`config.mk`:
```
export PLATFORM = sky130hd
export DESIGN_NAME = stp_gate
export DESIGN_NICKNAME = d
export VERILOG_FILES = /design/src/stp_gate_pkg.sv /design/src/stp_gate.sv
export SDC_FILE = /design/constraint.sdc
export NUM_CORES = 1
export LEC_CHECK = 0
export BUFFER_PORTS_ARGS = -buffer_cell sky130_fd_sc_hd__buf_2
export CORE_UTILIZATION = 35
export CTS_BUF_LIST = sky130_fd_sc_hd__clkbuf_8
export DETAILED_ROUTE_END_ITERATION = 8
export PLACE_DENSITY = 0.64
export SYNTH_ARGS = -nofsm -noshare
export SYNTH_HDL_FRONTEND = slang
export SYNTH_SLANG_ARGS = --single-unit
```
`constraint.sdc`:
```
create_clock -name clk -period 8.2 [get_ports clk]
set_input_delay 0.82 -clock clk [delete_from_list [all_inputs] [get_ports clk]]
set_output_delay 0.82 -clock clk [all_outputs]
set_load 0.1 [all_outputs]
```
`src/stp_gate_pkg.sv`:
```
// Constants, register map and packet carriers for the spanning tree port gate.
// Assumes a three-port switch core on one 10 MHz clock.
package stp_gate_pkg;
    // Number of switch ports
    localparam int NPORT = 3;
    // Register byte addresses
    localparam logic [7:0] ADDR_CTRL0  = 8'h00;
    localparam logic [7:0] ADDR_CTRL1  = 8'h04;
    localparam logic [7:0] ADDR_CTRL2  = 8'h08;
    localparam logic [7:0] ADDR_STATUS = 8'h0C;
    localparam logic [7:0] ADDR_FLUSH  = 8'h10;
    // Port control field positions
    localparam int CTRL_TX = 0;
    localparam int CTRL_RX = 1;
    localparam int CTRL_LD = 2;
    localparam int CTRL_TT = 3;
    // Port control reset: forwarding, no tail tag
    localparam logic [3:0] CTRL_RESET = 4'h3;
    // Status field positions
    localparam int STAT_HOST = 0;
    localparam int STAT_STATE = 4;
    localparam int STAT_DROP = 16;
    // Descriptor FIFO depth
    localparam int FIFO_DEPTH = 8;
    // Decoded port state, for readback
    typedef enum logic [1:0] {
        ST_DISCARD,
        ST_LEARN,
        ST_FORWARD,
        ST_ODD
    } port_state_e;
    // One packet decision request
    typedef struct packed {
        logic [1:0] src;        // Ingress port
        logic [2:0] dst;        // Lookup result mask
        logic       static_ovr; // Static entry with override hit
        logic       tag_lookup; // Host tail tag: use lookup
        logic       tag_ovr;    // Host tail tag: ignore blocking
        logic [2:0] tag_ports;  // Host tail tag: egress ports
    } pkt_desc_s;
    // Gate verdict for one packet
    typedef struct packed {
        logic [2:0] fwd;   // Egress ports allowed
        logic       learn; // Learn source address
        logic       drop;  // No egress at all
    } pkt_verdict_s;
endpackage : stp_gate_pkg

```
`src/stp_gate.sv`:
```
// Spanning tree port gate: descriptor FIFO and per-port state gating.
// Assumes lookup logic feeds descriptors and drains verdicts on clk.
`timescale 1ns/1ps

// Small FIFO of flip-flops between lookup and gate
module stp_desc_fifo #(
    parameter int WIDTH = 11,
    parameter int DEPTH = 8
) (
    // Clock and reset
    input  wire logic             clk,
    input  wire logic             reset,
    // Fill side
    input  wire logic             in_valid,
    input  wire logic [WIDTH-1:0] in_data,
    output logic                  in_ready,
    // Drain side
    output logic                  out_valid,
    output logic [WIDTH-1:0]      out_data,
    input  wire logic             out_ready
);
    localparam int AW = $clog2(DEPTH);
    localparam int CW = $clog2(DEPTH + 1);
    localparam logic [CW-1:0] FULL = CW'(DEPTH);

    logic [WIDTH-1:0] mem [DEPTH];  // Storage
    logic [AW-1:0]    wr_ptr;       // Write index
    logic [AW-1:0]    rd_ptr;       // Read index
    logic [CW-1:0]    count;        // Words held
    wire              push;
    wire              pop;
    wire  [CW-1:0]    next_count;

    assign push       = in_valid & in_ready;
    assign pop        = out_valid & out_ready;
    assign out_valid  = (count != '0);
    assign out_data   = mem[rd_ptr];
    assign next_count = count + CW'(push) - CW'(pop);

    // Pointers and count; ready is a flop so back-pressure is clean
    always_ff @(posedge clk) begin
        if (reset) begin
            wr_ptr   <= '0;
            rd_ptr   <= '0;
            count    <= '0;
            in_ready <= 1'b1;
        end else begin
            if (push) begin
                wr_ptr <= (wr_ptr == AW'(DEPTH - 1)) ? '0 : wr_ptr + 1'b1;
            end
            if (pop) begin
                rd_ptr <= (rd_ptr == AW'(DEPTH - 1)) ? '0 : rd_ptr + 1'b1;
            end
            count    <= next_count;
            in_ready <= (next_count != FULL);
        end
    end

    // Data store, no reset needed
    always_ff @(posedge clk) begin
        if (push) begin
            mem[wr_ptr] <= in_data;
        end
    end

    a_fifo_full_stall:
    assert property (@(posedge clk) disable iff (reset)
        (count == FULL) |-> !in_ready)
        else $error("fifo ready while full");

    c_fifo_full:
    cover property (@(posedge clk) disable iff (reset) count == FULL);
endmodule : stp_desc_fifo

module stp_gate (
    // Clock and reset
    input  wire logic                      clk,
    input  wire logic                      reset,
    // Register port
    input  wire logic [7:0]                addr,
    input  wire logic [31:0]               wdata,
    input  wire logic                      wr,
    input  wire logic                      rd,
    output logic [31:0]                    rdata,
    // Descriptors from lookup
    input  wire logic                      desc_valid,
    input  wire stp_gate_pkg::pkt_desc_s   desc,
    output logic                           desc_ready,
    // Verdicts to queue manager
    output logic                           verdict_valid,
    output stp_gate_pkg::pkt_verdict_s     verdict,
    input  wire logic                      verdict_ready,
    // Table flush requests, one per port
    output logic [2:0]                     flush
);
    import stp_gate_pkg::*;

    logic [3:0] ctrl [NPORT];  // Per-port control bits
    logic [7:0] drop_cnt;      // Dropped packet count
    logic       f_valid;       // FIFO head valid
    pkt_desc_s  head;          // FIFO head

    // Bit vectors gathered from control
    logic [2:0] tx_en;
    logic [2:0] rx_en;
    logic [2:0] ld_vec;
    logic [2:0] host_mask;
    always_comb begin
        for (int p = 0; p < NPORT; p++) begin
            tx_en[p]     = ctrl[p][CTRL_TX];
            rx_en[p]     = ctrl[p][CTRL_RX];
            ld_vec[p]    = ctrl[p][CTRL_LD];
            host_mask[p] = ctrl[p][CTRL_TT];
        end
    end

    // Register decode
    wire wr_c0  = wr && (addr == ADDR_CTRL0);
    wire wr_c1  = wr && (addr == ADDR_CTRL1);
    wire wr_c2  = wr && (addr == ADDR_CTRL2);
    wire wr_fl  = wr && (addr == ADDR_FLUSH);
    wire [2:0] wr_ctrl = {wr_c2, wr_c1, wr_c0};

    // Readback port states
    port_state_e st [NPORT];
    always_comb begin
        for (int p = 0; p < NPORT; p++) begin
            if (ctrl[p][2:0] == 3'h4) begin
                st[p] = ST_DISCARD;
            end else if (ctrl[p][2:0] == 3'h0) begin
                st[p] = ST_LEARN;
            end else if (ctrl[p][2:0] == 3'h3) begin
                st[p] = ST_FORWARD;
            end else begin
                st[p] = ST_ODD;
            end
        end
    end

    // Status word: host mask, port states, drop count
    // Gap bits read as zero so the layout can grow
    wire [31:0] status_word = {8'h00, drop_cnt, 6'h00, st[2], st[1], st[0],
                               1'b0, host_mask};

    // Read mux; unmapped reads as zero
    wire [31:0] rd_mux =
        (addr == ADDR_CTRL0)  ? {28'h000_0000, ctrl[0]} :
        (addr == ADDR_CTRL1)  ? {28'h000_0000, ctrl[1]} :
        (addr == ADDR_CTRL2)  ? {28'h000_0000, ctrl[2]} :
        (addr == ADDR_STATUS) ? status_word :
        32'h0000_0000;

    // Control writes; flush acts only on ports not learning
    always_ff @(posedge clk) begin
        if (reset) begin
            for (int p = 0; p < NPORT; p++) begin
                ctrl[p] <= CTRL_RESET;
            end
            flush <= 3'h0;
            rdata <= 32'h0000_0000;
        end else begin
            for (int p = 0; p < NPORT; p++) begin
                if (wr_ctrl[p]) begin
                    ctrl[p] <= wdata[3:0];
                end
            end
            flush <= wr_fl ? (wdata[2:0] & ld_vec & ~host_mask) : 3'h0;
            rdata <= rd ? rd_mux : 32'h0000_0000;
        end
    end

    // Descriptor FIFO; its ready is ours
    wire out_free = !verdict_valid || verdict_ready;
    wire pop      = f_valid && out_free;
    stp_desc_fifo #(
        .WIDTH($bits(pkt_desc_s)),
        .DEPTH(FIFO_DEPTH)
    ) u_fifo (
        .clk      (clk),
        .reset    (reset),
        .in_valid (desc_valid),
        .in_data  (desc),
        .in_ready (desc_ready),
        .out_valid(f_valid),
        .out_data (head),
        .out_ready(pop)
    );

    // Gating terms for the head packet
    wire [2:0] src_oh  = 3'h1 << head.src;
    wire [3:0] rx4     = {1'b0, rx_en};
    wire [3:0] ld4     = {1'b1, ld_vec};
    wire src_is_host   = |(src_oh & host_mask);
    wire rx_ok         = rx4[head.src];
    wire ld_src        = ld4[head.src];
    // Host egress never blocked by its own bits
    // host traffic both ways
    wire [2:0] tx_ok   = tx_en | host_mask;
    wire [2:0] lk_fwd  = head.dst & ~src_oh & tx_ok;
    wire [2:0] tag_fwd = head.tag_ports & ~src_oh &
                         (head.tag_ovr ? 3'h7 : tx_ok);
    wire [2:0] host_fwd = head.tag_lookup ? lk_fwd : tag_fwd;
    wire [2:0] ovr_fwd  = head.static_ovr ?
                          (head.dst & host_mask & ~src_oh) : 3'h0;
    wire [2:0] nh_fwd   = rx_ok ? lk_fwd : ovr_fwd;
    wire [2:0] fwd_sel  = src_is_host ? host_fwd : nh_fwd;
    wire learn_sel      = src_is_host || !ld_src;

    // Verdict register; held while the sink stalls
    always_ff @(posedge clk) begin
        if (reset) begin
            verdict_valid <= 1'b0;
            verdict       <= '0;
        end else if (out_free) begin
            verdict_valid <= f_valid;
            if (pop) begin
                verdict.fwd   <= fwd_sel;
                verdict.learn <= learn_sel;
                verdict.drop  <= (fwd_sel == 3'h0);
            end
        end
    end

    // Drop counter, wraps
    always_ff @(posedge clk) begin
        if (reset) begin
            drop_cnt <= 8'h00;
        end else if (pop && (fwd_sel == 3'h0)) begin
            drop_cnt <= drop_cnt + 8'h01;
        end
    end

    // Checks
    // Non-host source packet leaving the FIFO this cycle
    wire nh_pop = pop && !src_is_host;

    a_rx_block_drop:
    assert property (@(posedge clk) disable iff (reset)
        nh_pop && !rx_ok && !head.static_ovr |=> verdict.fwd == 3'h0)
        else $error("blocked port forwarded");

    a_ovr_to_host:
    assert property (@(posedge clk) disable iff (reset)
        nh_pop && !rx_ok |=> verdict.fwd == $past(ovr_fwd))
        else $error("override frame not sent to host");

    a_tx_gate_hold:
    assert property (@(posedge clk) disable iff (reset)
        nh_pop |=> (verdict.fwd & ~$past(tx_ok)) == 3'h0)
        else $error("disabled egress used");

    a_learn_off:
    assert property (@(posedge clk) disable iff (reset)
        nh_pop && ld_src |=> !verdict.learn)
        else $error("learning while disabled");

    a_learn_on:
    assert property (@(posedge clk) disable iff (reset)
        nh_pop && !ld_src |=> verdict.learn)
        else $error("learning missing");

    a_tag_override:
    assert property (@(posedge clk) disable iff (reset)
        pop && src_is_host && !head.tag_lookup |=> verdict.fwd == $past(tag_fwd))
        else $error("tail tag ports not honoured");

    a_flush_gate:
    assert property (@(posedge clk) disable iff (reset)
        (flush & ~$past(ld_vec)) == 3'h0)
        else $error("flush while learning");

    a_verdict_hold:
    assert property (@(posedge clk) disable iff (reset)
        verdict_valid && !verdict_ready |=> verdict_valid && $stable(verdict))
        else $error("verdict dropped under stall");

    a_host_readback:
    assert property (@(posedge clk) disable iff (reset)
        rd && addr == ADDR_STATUS |=> rdata[2:0] == $past(host_mask))
        else $error("host mask readback wrong");

    // Closed receive may only reach the host
    a_blocked_host_only:
    assert property (@(posedge clk) disable iff (reset)
        nh_pop && !rx_ok |=> (verdict.fwd & ~$past(host_mask)) == 3'h0)
        else $error("blocked port reached a user port");

    a_host_learn:
    assert property (@(posedge clk) disable iff (reset)
        pop && src_is_host |=> verdict.learn)
        else $error("host frame not learned");

    a_host_lookup:
    assert property (@(posedge clk) disable iff (reset)
        pop && src_is_host && head.tag_lookup |=> verdict.fwd == $past(lk_fwd))
        else $error("host lookup path wrong");

    // Counter must see every dropped packet
    a_drop_count:
    assert property (@(posedge clk) disable iff (reset)
        pop && (fwd_sel == 3'h0) |=> drop_cnt == $past(drop_cnt) + 8'h01)
        else $error("drop count missed a packet");

    c_ovr_host:
    cover property (@(posedge clk) disable iff (reset)
        nh_pop && !rx_ok && ovr_fwd != 3'h0);
    c_forward:
    cover property (@(posedge clk) disable iff (reset)
        nh_pop && rx_ok && lk_fwd != 3'h0);
    c_tag_ovr:
    cover property (@(posedge clk) disable iff (reset)
        pop && src_is_host && head.tag_ovr && !head.tag_lookup);
    c_learning:
    cover property (@(posedge clk) disable iff (reset)
        nh_pop && !rx_ok && !ld_src);
endmodule : stp_gate

```
# Word-level counts from Yosys, hierarchy flattened
# Memories as Yosys holds them, arrays and structs flattened. A register that Yosys moved wholly into a read port is not among the register bits.
# Cells that the tools add are included.
[word_totals]
ff_bits = 46
mem_count = 2
output_inout_bits = 42
ramBits = 100
input_bits = 57
[op_classes]
reduce_logical = 27
n_mux = 39
bitwise = 20
n_eq_ne = 13
n_shift = 1
magnitude_cmp = 1
addsub = 5
[mem_list]
columns = ["memory", "depth", "word_bits", "rd", "rd_ports_with_merged_regs", "write_ports", "line_no", "rtl"]
rows = [
  ["u_fifo.mem", 8, 11, 1, 1, 1, "stp_gate.sv:26", "logic [WIDTH-1:0] mem [DEPTH];"],
  ["ctrl", 3, 4, 3, 0, 3, "stp_gate.sv:98", "logic [3:0] ctrl [NPORT];"],
]
[op_table]
columns = ["op", "count"]
rows = [
  ["2-to-1 mux 3 bit", 10],
  ["bitwise AND 3 bit", 9],
  ["2-to-1 mux 4 bit", 6],
  ["OR reduction 8 bit", 3],
  ["OR reduction 7 bit", 3],
  ["2-to-1 mux 1 bit", 18],
  ["equality test 8 x 4 -> 1 bit, second input constant", 2],
  ["equality test 3 bit, second input constant", 5],
  ["zero test 3 bit", 4],
  ["equality test 3 x 2 -> 1 bit, second input constant", 3],
  ["adder 8 x 1 -> 8 bit, second input constant", 1],
  ["equality test 8 x 3 -> 1 bit, second input constant", 1],
  ["equality test 8 x 5 -> 1 bit, second input constant", 1],
  ["zero test 8 bit", 1],
  ["adder 3 x 1 -> 3 bit, second input constant", 2],
  ["logical AND 1 bit", 6],
  ["2-to-1 mux 2 bit", 3],
  ["NOT 3 bit", 2],
  ["OR reduction 6 bit", 1],
  ["adder 4 x 1 -> 4 bit", 1],
  ["binary-select mux 1 bit (select 2 bit)", 2],
  ["!= test 4 bit, second input constant", 1],
  ["nonzero test 4 bit", 1],
  ["OR reduction 2 bit", 2],
  ["11 further kinds", 18],
]

# Logic depth before layout (Yosys ltp)
# Gate-level depths: netlist of run 1.
[logic_depth]
ltp_word = 8
mapped_depth = 13
depth_no_buf = 12

# Modules after synthesis
# Synthesis of run 1 repeated with hierarchy kept, for this count alone.
[unflattened]
hier_cells = 427
area_unflattened_um2 = 6302.3
[by_module_without_submodules]
columns = ["mod", "cells_each", "n_inst", "area_each_um2"]
rows = [
  ["stp_desc_fifo", 208, 1, 4083.9],
  ["stp_gate", 219, 1, 2218.4],
]

# Least setup slack after synthesis of run 1
# OpenSTA, ideal clock, no wires.
[synth_timing]
path_type = "flip-flop to flip-flop"
from = "reg u_fifo.in_ready"
to = "mem u_fifo.mem[0][0], enable pin"
setup_slack_ns = 5.332
required_time_ns = 7.792
path_stages_with_launch = 3
period_less_slack_ns = 2.868
t_arrival_ns = 2.460
path_cell_list = "dfxtp_1 nand2_1 nor4_1"
[synth_via]
elab_chain_cells = 3
[synth_rtl]
columns = ["element", "line_no", "rtl"]
rows = [
  ["from (decl)", "stp_gate.sv:16", "output logic in_ready,"],
  ["from (signal assigned)", "stp_gate.sv:55", "in_ready <= (next_count != FULL);"],
  ["bitwise AND 1 bit", "stp_gate.sv:34", "assign push = in_valid & in_ready;"],
  ["2-to-1 mux 1 bit", "stp_gate.sv:61", "if (push) begin"],
  ["2-to-1 mux 1 bit (implied by the code)", "stp_gate.sv:62", "mem[wr_ptr] <= in_data;"],
  ["to (decl)", "stp_gate.sv:26", ""],
]
# No other way between the ends.

==> flow_summary.json, run 1 <==
{
  "cap_violations": 0,
  "place.detailed.instances": 706,
  "syn_area_per_cell_um2": 14.46,
  "maxSlewViolCount": 0,
  "post_cts_resize_count": 0,
  "antenna_left": 0,
  "worst_hold_path.num_cells": 2,
  "setup_tns_final_ns": 0,
  "postCtsSetupRepairBufs": 0,
  "timing.critical_path.from_type": "flop",
  "port_buffers": 56,
  "die_area_um2": 18310,
  "cts.path.max_buffers": 2,
  "arrival_ns": 4.26,
  "layout-drive-gt1-share_pct": 26.90,
  "setup_viol": 0,
  "run_status": "completed",
  "grt_setup_unrepaired": "false",
  "postSynthRegisterBits": 149,
  "min-delay-path-class": "flop to flop",
  "cellPowerDensity_nw_per_um2": 321.1,
  "cts_made_buffers": 17,
  "fp.dieH_um": 135.3,
  "critical_path_required_ns": 8.57,
  "worst_slew_margin_rel_pct": 30.49,
  "cp_num_cells": 8,
  "crit_path_end": "drop_cnt[3]",
  "worst_pin_slew_ns": 1.041,
  "r2r.worst_path.cells": 8,
  "initial_utilization_pct": 35.96,
  "postSynth.topFlopCell": "sky130_fd_sc_hd__edfxtp_1",
  "coreArea_um2": 17300,
  "mappedNetlistArea_um2": 6220,
  "synth_enable_flop_cells": 100,
  "routabilityCongestion": 0.8023,
  "finalCritPeriodShare_pct": 47.45,
  "path_class": "flop to flop",
  "grt_util_all_layers_pct": 14.30,
  "global_route_wire_length_before_repair_mm": 19.29,
  "most_frequent_cells_in_the_layout": "100 x sky130_fd_sc_hd__edfxtp_1, 56 x sky130_fd_sc_hd__buf_2, 49 x sky130_fd_sc_hd__dfxtp_1",
  "drcViolationCount": 0,
  "core.rowCount": 48,
  "worstReg2RegEnd": "drop_cnt[3]",
  "h-tree-depth": 4,
  "tritoncts_num_sinks": 149,
  "ys_async_sr_fraction_pct": 0,
  "cp.buffers_inverters": 0,
  "detailed_place_hpwl_mm": 8.104,
  "reg2reg_slack_ns": 4.31,
  "grt_max_degree": 34,
  "fin_nets": 568,
  "yosysWarningCount": 0,
  "dr.first_iter.drc_count": 250,
  "placed_cell_area_um2": 6741,
  "power.ir.vdd_worst_mv": 0.1665,
  "fill_cells": 1597,
  "final_cells": 738,
  "ordered_list_of_cells_on_the_worst_path": "mux4_2, mux2i_4, mux2i_1, o21ai_2, a221oi_2, nand4_2, or3_1, a21oi_1",
  "areaGrowthSynthToFinish_pct": 15.17,
  "cts.hold.buffers_added": 0,
  "grt_pass1_vias": 3725,
  "worstPathMaxFanout": 20,
  "final.setup_skew_ns": 0.01262,
  "chipWidth_um": 135.3,
  "maxClockFrequency_mhz": 257.0,
  "cell_with_the_biggest_individual_delay_on_the_critical_path": "sky130_fd_sc_hd__dfxtp_1",
  "grt_overflow_total": 0,
  "cpLargestDelayFamily": "multiplexers",
  "insertion_delay_ns": 0.46,
  "drt_wl_total_mm": 12.07,
  "dr_total_vias": 3661,
  "tritoncts": "yes",
  "most_common_cell_after_layout_fill_and_taps_aside": "sky130_fd_sc_hd__edfxtp_1",
  "cellLeakagePower_nw": 2.675,
  "firstDrtPassIters": 5,
  "via_per_inst": 4.961,
  "initial_antenna_violation_count": 1,
  "post-route-cell-area_um2": 7163,
  "timing_hold_violations_final": 0,
  "netlist-cell-type-count": 57,
  "detail_route.wl_per_cell_um": 16.35,
  "path_clk_slew_ns": 0.08,
  "cpPeakStageDelay_ns": 1.01,
  "design.portCount": 99,
  "num_antenna_cells": 0,
  "cts-root-buf": "sky130_fd_sc_hd__clkbuf_8",
  "number_of_standard_cells_after_synthesis": 430,
  "worst_setup_path_end_kind": "flop",
  "synth-seq-area-share_pct": 64.05,
  "finalWorstPathRequiredPeriod_ns": 3.891
}
==> per-stage QoR <==
stage                     total power [mW]  setup WS (ns)  hold slack (ns)  util, %
final                                2.300          4.309           0.4741    41.41
after global routing                 2.431          4.036           0.5006    41.41
after CTS                            2.324          4.273           0.4771    41.41
after detailed placement             1.721          4.333           0.4674    38.98
after global placement               1.696          4.359           0.4624    38.98
after floorplan                      1.569          5.332           0.4548        -
==> metal layers <==
| layer | part of all wire (%) | global-route usage, % | vias to the layer above |
|---|---|---|---|
| li1 | - | - | 1742 |
| met1 | 44 | 17.59 | 1787 |
| met2 | 48 | 23.30 | 110 |
| met3 | 5.8 | 4.227 | 20 |
| met4 | 1.7 | 6.242 | 2 |
| met5 | 0.091 | 0 | - |
==> cells in the mapped netlist, types with 2 or more instances <==
cell	n	area share (%)
sky130_fd_sc_hd__a221oi_2	2	0.48
sky130_fd_sc_hd__buf_2	5	0.40
sky130_fd_sc_hd__mux2i_4	2	0.72
sky130_fd_sc_hd__mux2_2	3	0.54
sky130_fd_sc_hd__or3_1	5	0.50
sky130_fd_sc_hd__a21o_1	5	0.60
sky130_fd_sc_hd__and3_1	9	0.91
sky130_fd_sc_hd__a21oi_1	21	1.7
sky130_fd_sc_hd__clkbuf_1	7	0.42
sky130_fd_sc_hd__nand2_1	20	1.2
sky130_fd_sc_hd__dfxtp_1	49	16
sky130_fd_sc_hd__o211ai_1	4	0.48
sky130_fd_sc_hd__buf_6	2	0.36
sky130_fd_sc_hd__edfxtp_1	100	48
sky130_fd_sc_hd__a2111oi_0	2	0.28
sky130_fd_sc_hd__and2_1	10	1.0
sky130_fd_sc_hd__buf_4	14	1.7
sky130_fd_sc_hd__ha_1	10	2.0
sky130_fd_sc_hd__o21ai_1	5	0.40
sky130_fd_sc_hd__nor3_1	6	0.48
sky130_fd_sc_hd__or2_2	2	0.20
sky130_fd_sc_hd__a211oi_1	7	0.84
sky130_fd_sc_hd__a311oi_1	2	0.28
sky130_fd_sc_hd__nor2b_1	6	0.60
sky130_fd_sc_hd__inv_1	13	0.78
sky130_fd_sc_hd__nand3_1	12	0.97
sky130_fd_sc_hd__mux4_2	24	8.7
sky130_fd_sc_hd__mux2i_1	8	1.3
sky130_fd_sc_hd__o211a_1	2	0.32
sky130_fd_sc_hd__nor2_1	38	2.3
sky130_fd_sc_hd__xor2_1	2	0.28
sky130_fd_sc_hd__nand2b_1	8	0.80
==> final cells by class <==
class	count	area, um2	area share (%)
Clock buffer	17	234.0	3.266
Clock inverter	15	187.7	2.620
Inverter	14	52.55	0.7336
Multi-Input combinational cell	252	2068	28.87
Sequential cell	149	3984	55.62
Tap cell	225	281.5	3.930
Timing Repair Buffer	66	355.3	4.961
==> where the power goes <==
| group | internal [mW] | switching (mW) | total [mW] | leakage (nW) |
|---|---|---|---|---|
| Clock | 0.328 | 0.272 | 0.600 | 0.212 |
| Combinational | 0.300 | 0.485 | 0.785 | 1.15 |
| Sequential | 0.872 | 0.0426 | 0.915 | 1.32 |
==> worst min-delay path, delay by kind of cell, from the launching register on <==
family           cells  cell delay (ns)
flip-flops           1             0.33
AND/OR/NAND/NOR      1             0.06
AO/OA/AOI/OAI        1             0.05
==> sequential cells by signal, summed over array words and instances (netlist names), named ones only <==
signal and flops:
u_fifo.mem 88, u_fifo.in_ready 1, u_fifo.count 4, flush 3, verdict 5, ctrl 12
u_fifo.wr_ptr 3, drop_cnt 8, verdict_valid 1, rdata 18, u_fifo.rd_ptr 3
==> worst min path at each step <==
| stage | startpoint | to | slack, ns |
|---|---|---|---|
| floorplan | drop_cnt[7] | rdata[23] | 0.45 |
| global placement | verdict_valid | verdict_valid | 0.46 |
| detailed placement | verdict_valid | verdict_valid | 0.47 |
| CTS | verdict_valid | verdict_valid | 0.48 |
| global route | verdict_valid | verdict_valid | 0.50 |
| finish | verdict_valid | verdict_valid | 0.47 |
==> cell families (layout without fill, tap and decap cells) <==
family / Yosys count / count (layout) / synth area share, %
XOR/XNOR: 3 / 3 / 0.4225
flip-flops: 149 / 149 / 64.05
buffers and inverters: 42 / 112 / 3.722
AO/OA/AOI/OAI: 58 / 58 / 6.719
other: 1 / 14 / 0.06029
AND/OR/NAND/NOR: 126 / 126 / 10.56
multiplexers: 40 / 40 / 12.13
adder cells (fa/ha/maj): 11 / 11 / 2.334
No activity file was read; power rests on OpenSTA's default activity.
==> inputs of run 2 (changes only) <==
==> constraint.sdc (replaced) <==
create_clock -name clk -period 3.76 [get_ports clk]
set_input_delay 0.376 -clock clk [delete_from_list [all_inputs] [get_ports clk]]
set_output_delay 0.376 -clock clk [all_outputs]
set_load 0.1 [all_outputs]
==> run 2 against run 1 <==
Compared with the run above:
- maximum frequency grew 11%
- combinational power up 110%
- largest power group unchanged
- register-to-register slack lost 4.0 ns
- clock power up 77%
- total power grew 110%
- die area unchanged
- final area fell by 1.2%
- largest cell class unchanged
- utilization decreased by 0.49 points
- routed wire length decreased by 3.1%
- clock skew decreased by 0.0040 ns
- critical path depth rose by 1
==> flow_summary.json, run 2 (same netlist as run 1, synthesis figures left out) <==
{
  "dr_total_vias": 3640,
  "maxSlewViolCount": 0,
  "tritoncts": "yes",
  "grt_max_degree": 34,
  "coreArea_um2": 17300,
  "largest_register_ff_count": 88,
  "final.setup_skew_ns": 0.008643,
  "grt_setup_unrepaired": "false",
  "layout-drive-gt1-share_pct": 26.56,
  "arrival_ns": 3.87,
  "insertion_delay_ns": 0.44,
  "cell_with_the_biggest_individual_delay_on_the_critical_path": "sky130_fd_sc_hd__mux4_2",
  "grt_pass1_vias": 3575,
  "global_route_wire_length_before_repair_mm": 18.93,
  "tritoncts_num_sinks": 149,
  "postCtsSetupRepairBufs": 0,
  "die_area_um2": 18310,
  "maxClockFrequency_mhz": 285.7,
  "finalCritPeriodShare_pct": 93.09,
  "most_frequent_cells_in_the_layout": "100 x sky130_fd_sc_hd__edfxtp_1, 56 x sky130_fd_sc_hd__buf_2, 49 x sky130_fd_sc_hd__dfxtp_1",
  "critical_path_required_ns": 4.13,
  "worst_slew_margin_rel_pct": 33.03,
  "path_class": "flop to flop",
  "initial_antenna_violation_count": 2,
  "cellPowerDensity_nw_per_um2": 671.6,
  "setup_tns_final_ns": 0,
  "ordered_list_of_cells_on_the_worst_path": "buf_4, mux4_2, mux2i_4, a21oi_1, o211a_1, a221oi_2, nand4_2, or3_1, a21oi_1",
  "dr.first_iter.drc_count": 249,
  "worst_setup_path_end_kind": "flop",
  "cts_made_buffers": 17,
  "min-delay-path-class": "input pin to flop",
  "setup_viol": 0,
  "finalWorstPathRequiredPeriod_ns": 3.500,
  "timing.critical_path.from_type": "flop",
  "post_cts_resize_count": 0,
  "utilization_pct": 40.92,
  "initial_utilization_pct": 35.96,
  "fin_nets": 569,
  "cap_violations": 0,
  "core.rowCount": 48,
  "cpPeakStageDelay_ns": 0.61,
  "firstDrtPassIters": 6,
  "layout_top_registers": "u_fifo.mem (88), rdata (18), ctrl (12)",
  "crit_path_frequent_cell": "sky130_fd_sc_hd__a21oi_1",
  "worst_pin_slew_ns": 0.9970,
  "most_common_cell_after_layout_fill_and_taps_aside": "sky130_fd_sc_hd__edfxtp_1",
  "cellLeakagePower_nw": 2.647,
  "cts.path.max_buffers": 2,
  "drt_wl_total_mm": 11.69,
  "h-tree-depth": 4,
  "run_status": "completed",
  "num_antenna_cells": 0,
  "detailed_place_hpwl_mm": 8.037,
  "port_buffers": 56,
  "fill_cells": 1621,
  "cts-root-buf": "sky130_fd_sc_hd__clkbuf_8",
  "grt_util_met2_pct": 23.11,
  "drcViolationCount": 0,
  "cts.hold.buffers_added": 0,
  "worstPathMaxFanout": 19,
  "worst_hold_path.num_cells": 2,
  "antenna_left": 0,
  "design.portCount": 99,
  "grt_util_all_layers_pct": 14.07,
  "r2r.worst_path.cells": 9,
  "gr_busiest_metal": "met2",
  "via_per_inst": 4.939,
  "timing_hold_violations_final": 0,
  "areaGrowthSynthToFinish_pct": 13.80,
  "fp.dieH_um": 135.3,
  "cp_num_cells": 9,
  "gr-usage-met3_pct": 4.190,
  "grt_util_met1_pct": 17.43,
  "power.ir.vdd_worst_mv": 0.4220,
  "chipWidth_um": 135.3,
  "routabilityCongestion": 0.7989,
  "detail_route.wl_per_cell_um": 15.86,
  "largest_register_by_flop_count": "u_fifo.mem",
  "cpLargestDelayFamily": "compound AO/OA/AOI/OAI gates",
  "grt_overflow_total": 0,
  "path_clk_slew_ns": 0.07,
  "cp.buffers_inverters": 1
}
[run 2: cell type report]
cell class / instances / area [um2] / area share [%]
flip-flops and latches: 149 / 3984 / 56.28
well taps: 225 / 281.5 / 3.977
clock inverters: 13 / 95.09 / 1.343
multi-input cells: 252 / 2068 / 29.22
repair buffers: 67 / 362.8 / 5.126
inverters: 14 / 52.55 / 0.7424
clock buffers: 17 / 234.0 / 3.306
[run 2: worst paths after layout]
check,startpoint,end,slack (ns)
setup / recovery,flop,drop_cnt[4],0.26
hold / removal,wdata[2],flush[2],0.19
hold reg to reg,verdict_valid,verdict_valid,0.47
setup reg to reg,flop,drop_cnt[4],0.26
[run 2: report_power, final]
part           switching, mW  total (mW)  internal [mW]
logic                   1.03        1.68          0.653
clock network          0.556        1.06          0.501
registers              0.112        2.02           1.90
[run 2: layer usage]
| layer | wire [um] | vias to the layer above |
|---|---|---|
| met5 | 25 | - |
| met4 | 115 | 4 |
| met3 | 771 | 11 |
| met2 | 5634 | 132 |
| met1 | 5144 | 1756 |
| li1 | - | 1737 |
[run 2: stage by stage]
step	total power, mW	worst slack [ns]	instances	hold slack, ns	area, um2
after detailed placement	3.746	0.2921	707	0.4666	6749
after floorplan	3.422	0.8918	443	0.4548	6269
after CTS	4.815	0.2568	737	0.1615	7078
final	4.754	0.2597	737	0.1943	7078
after global routing	5.046	0.06591	737	0.1786	7078
after global placement	3.707	0.3813	707	0.4633	6749
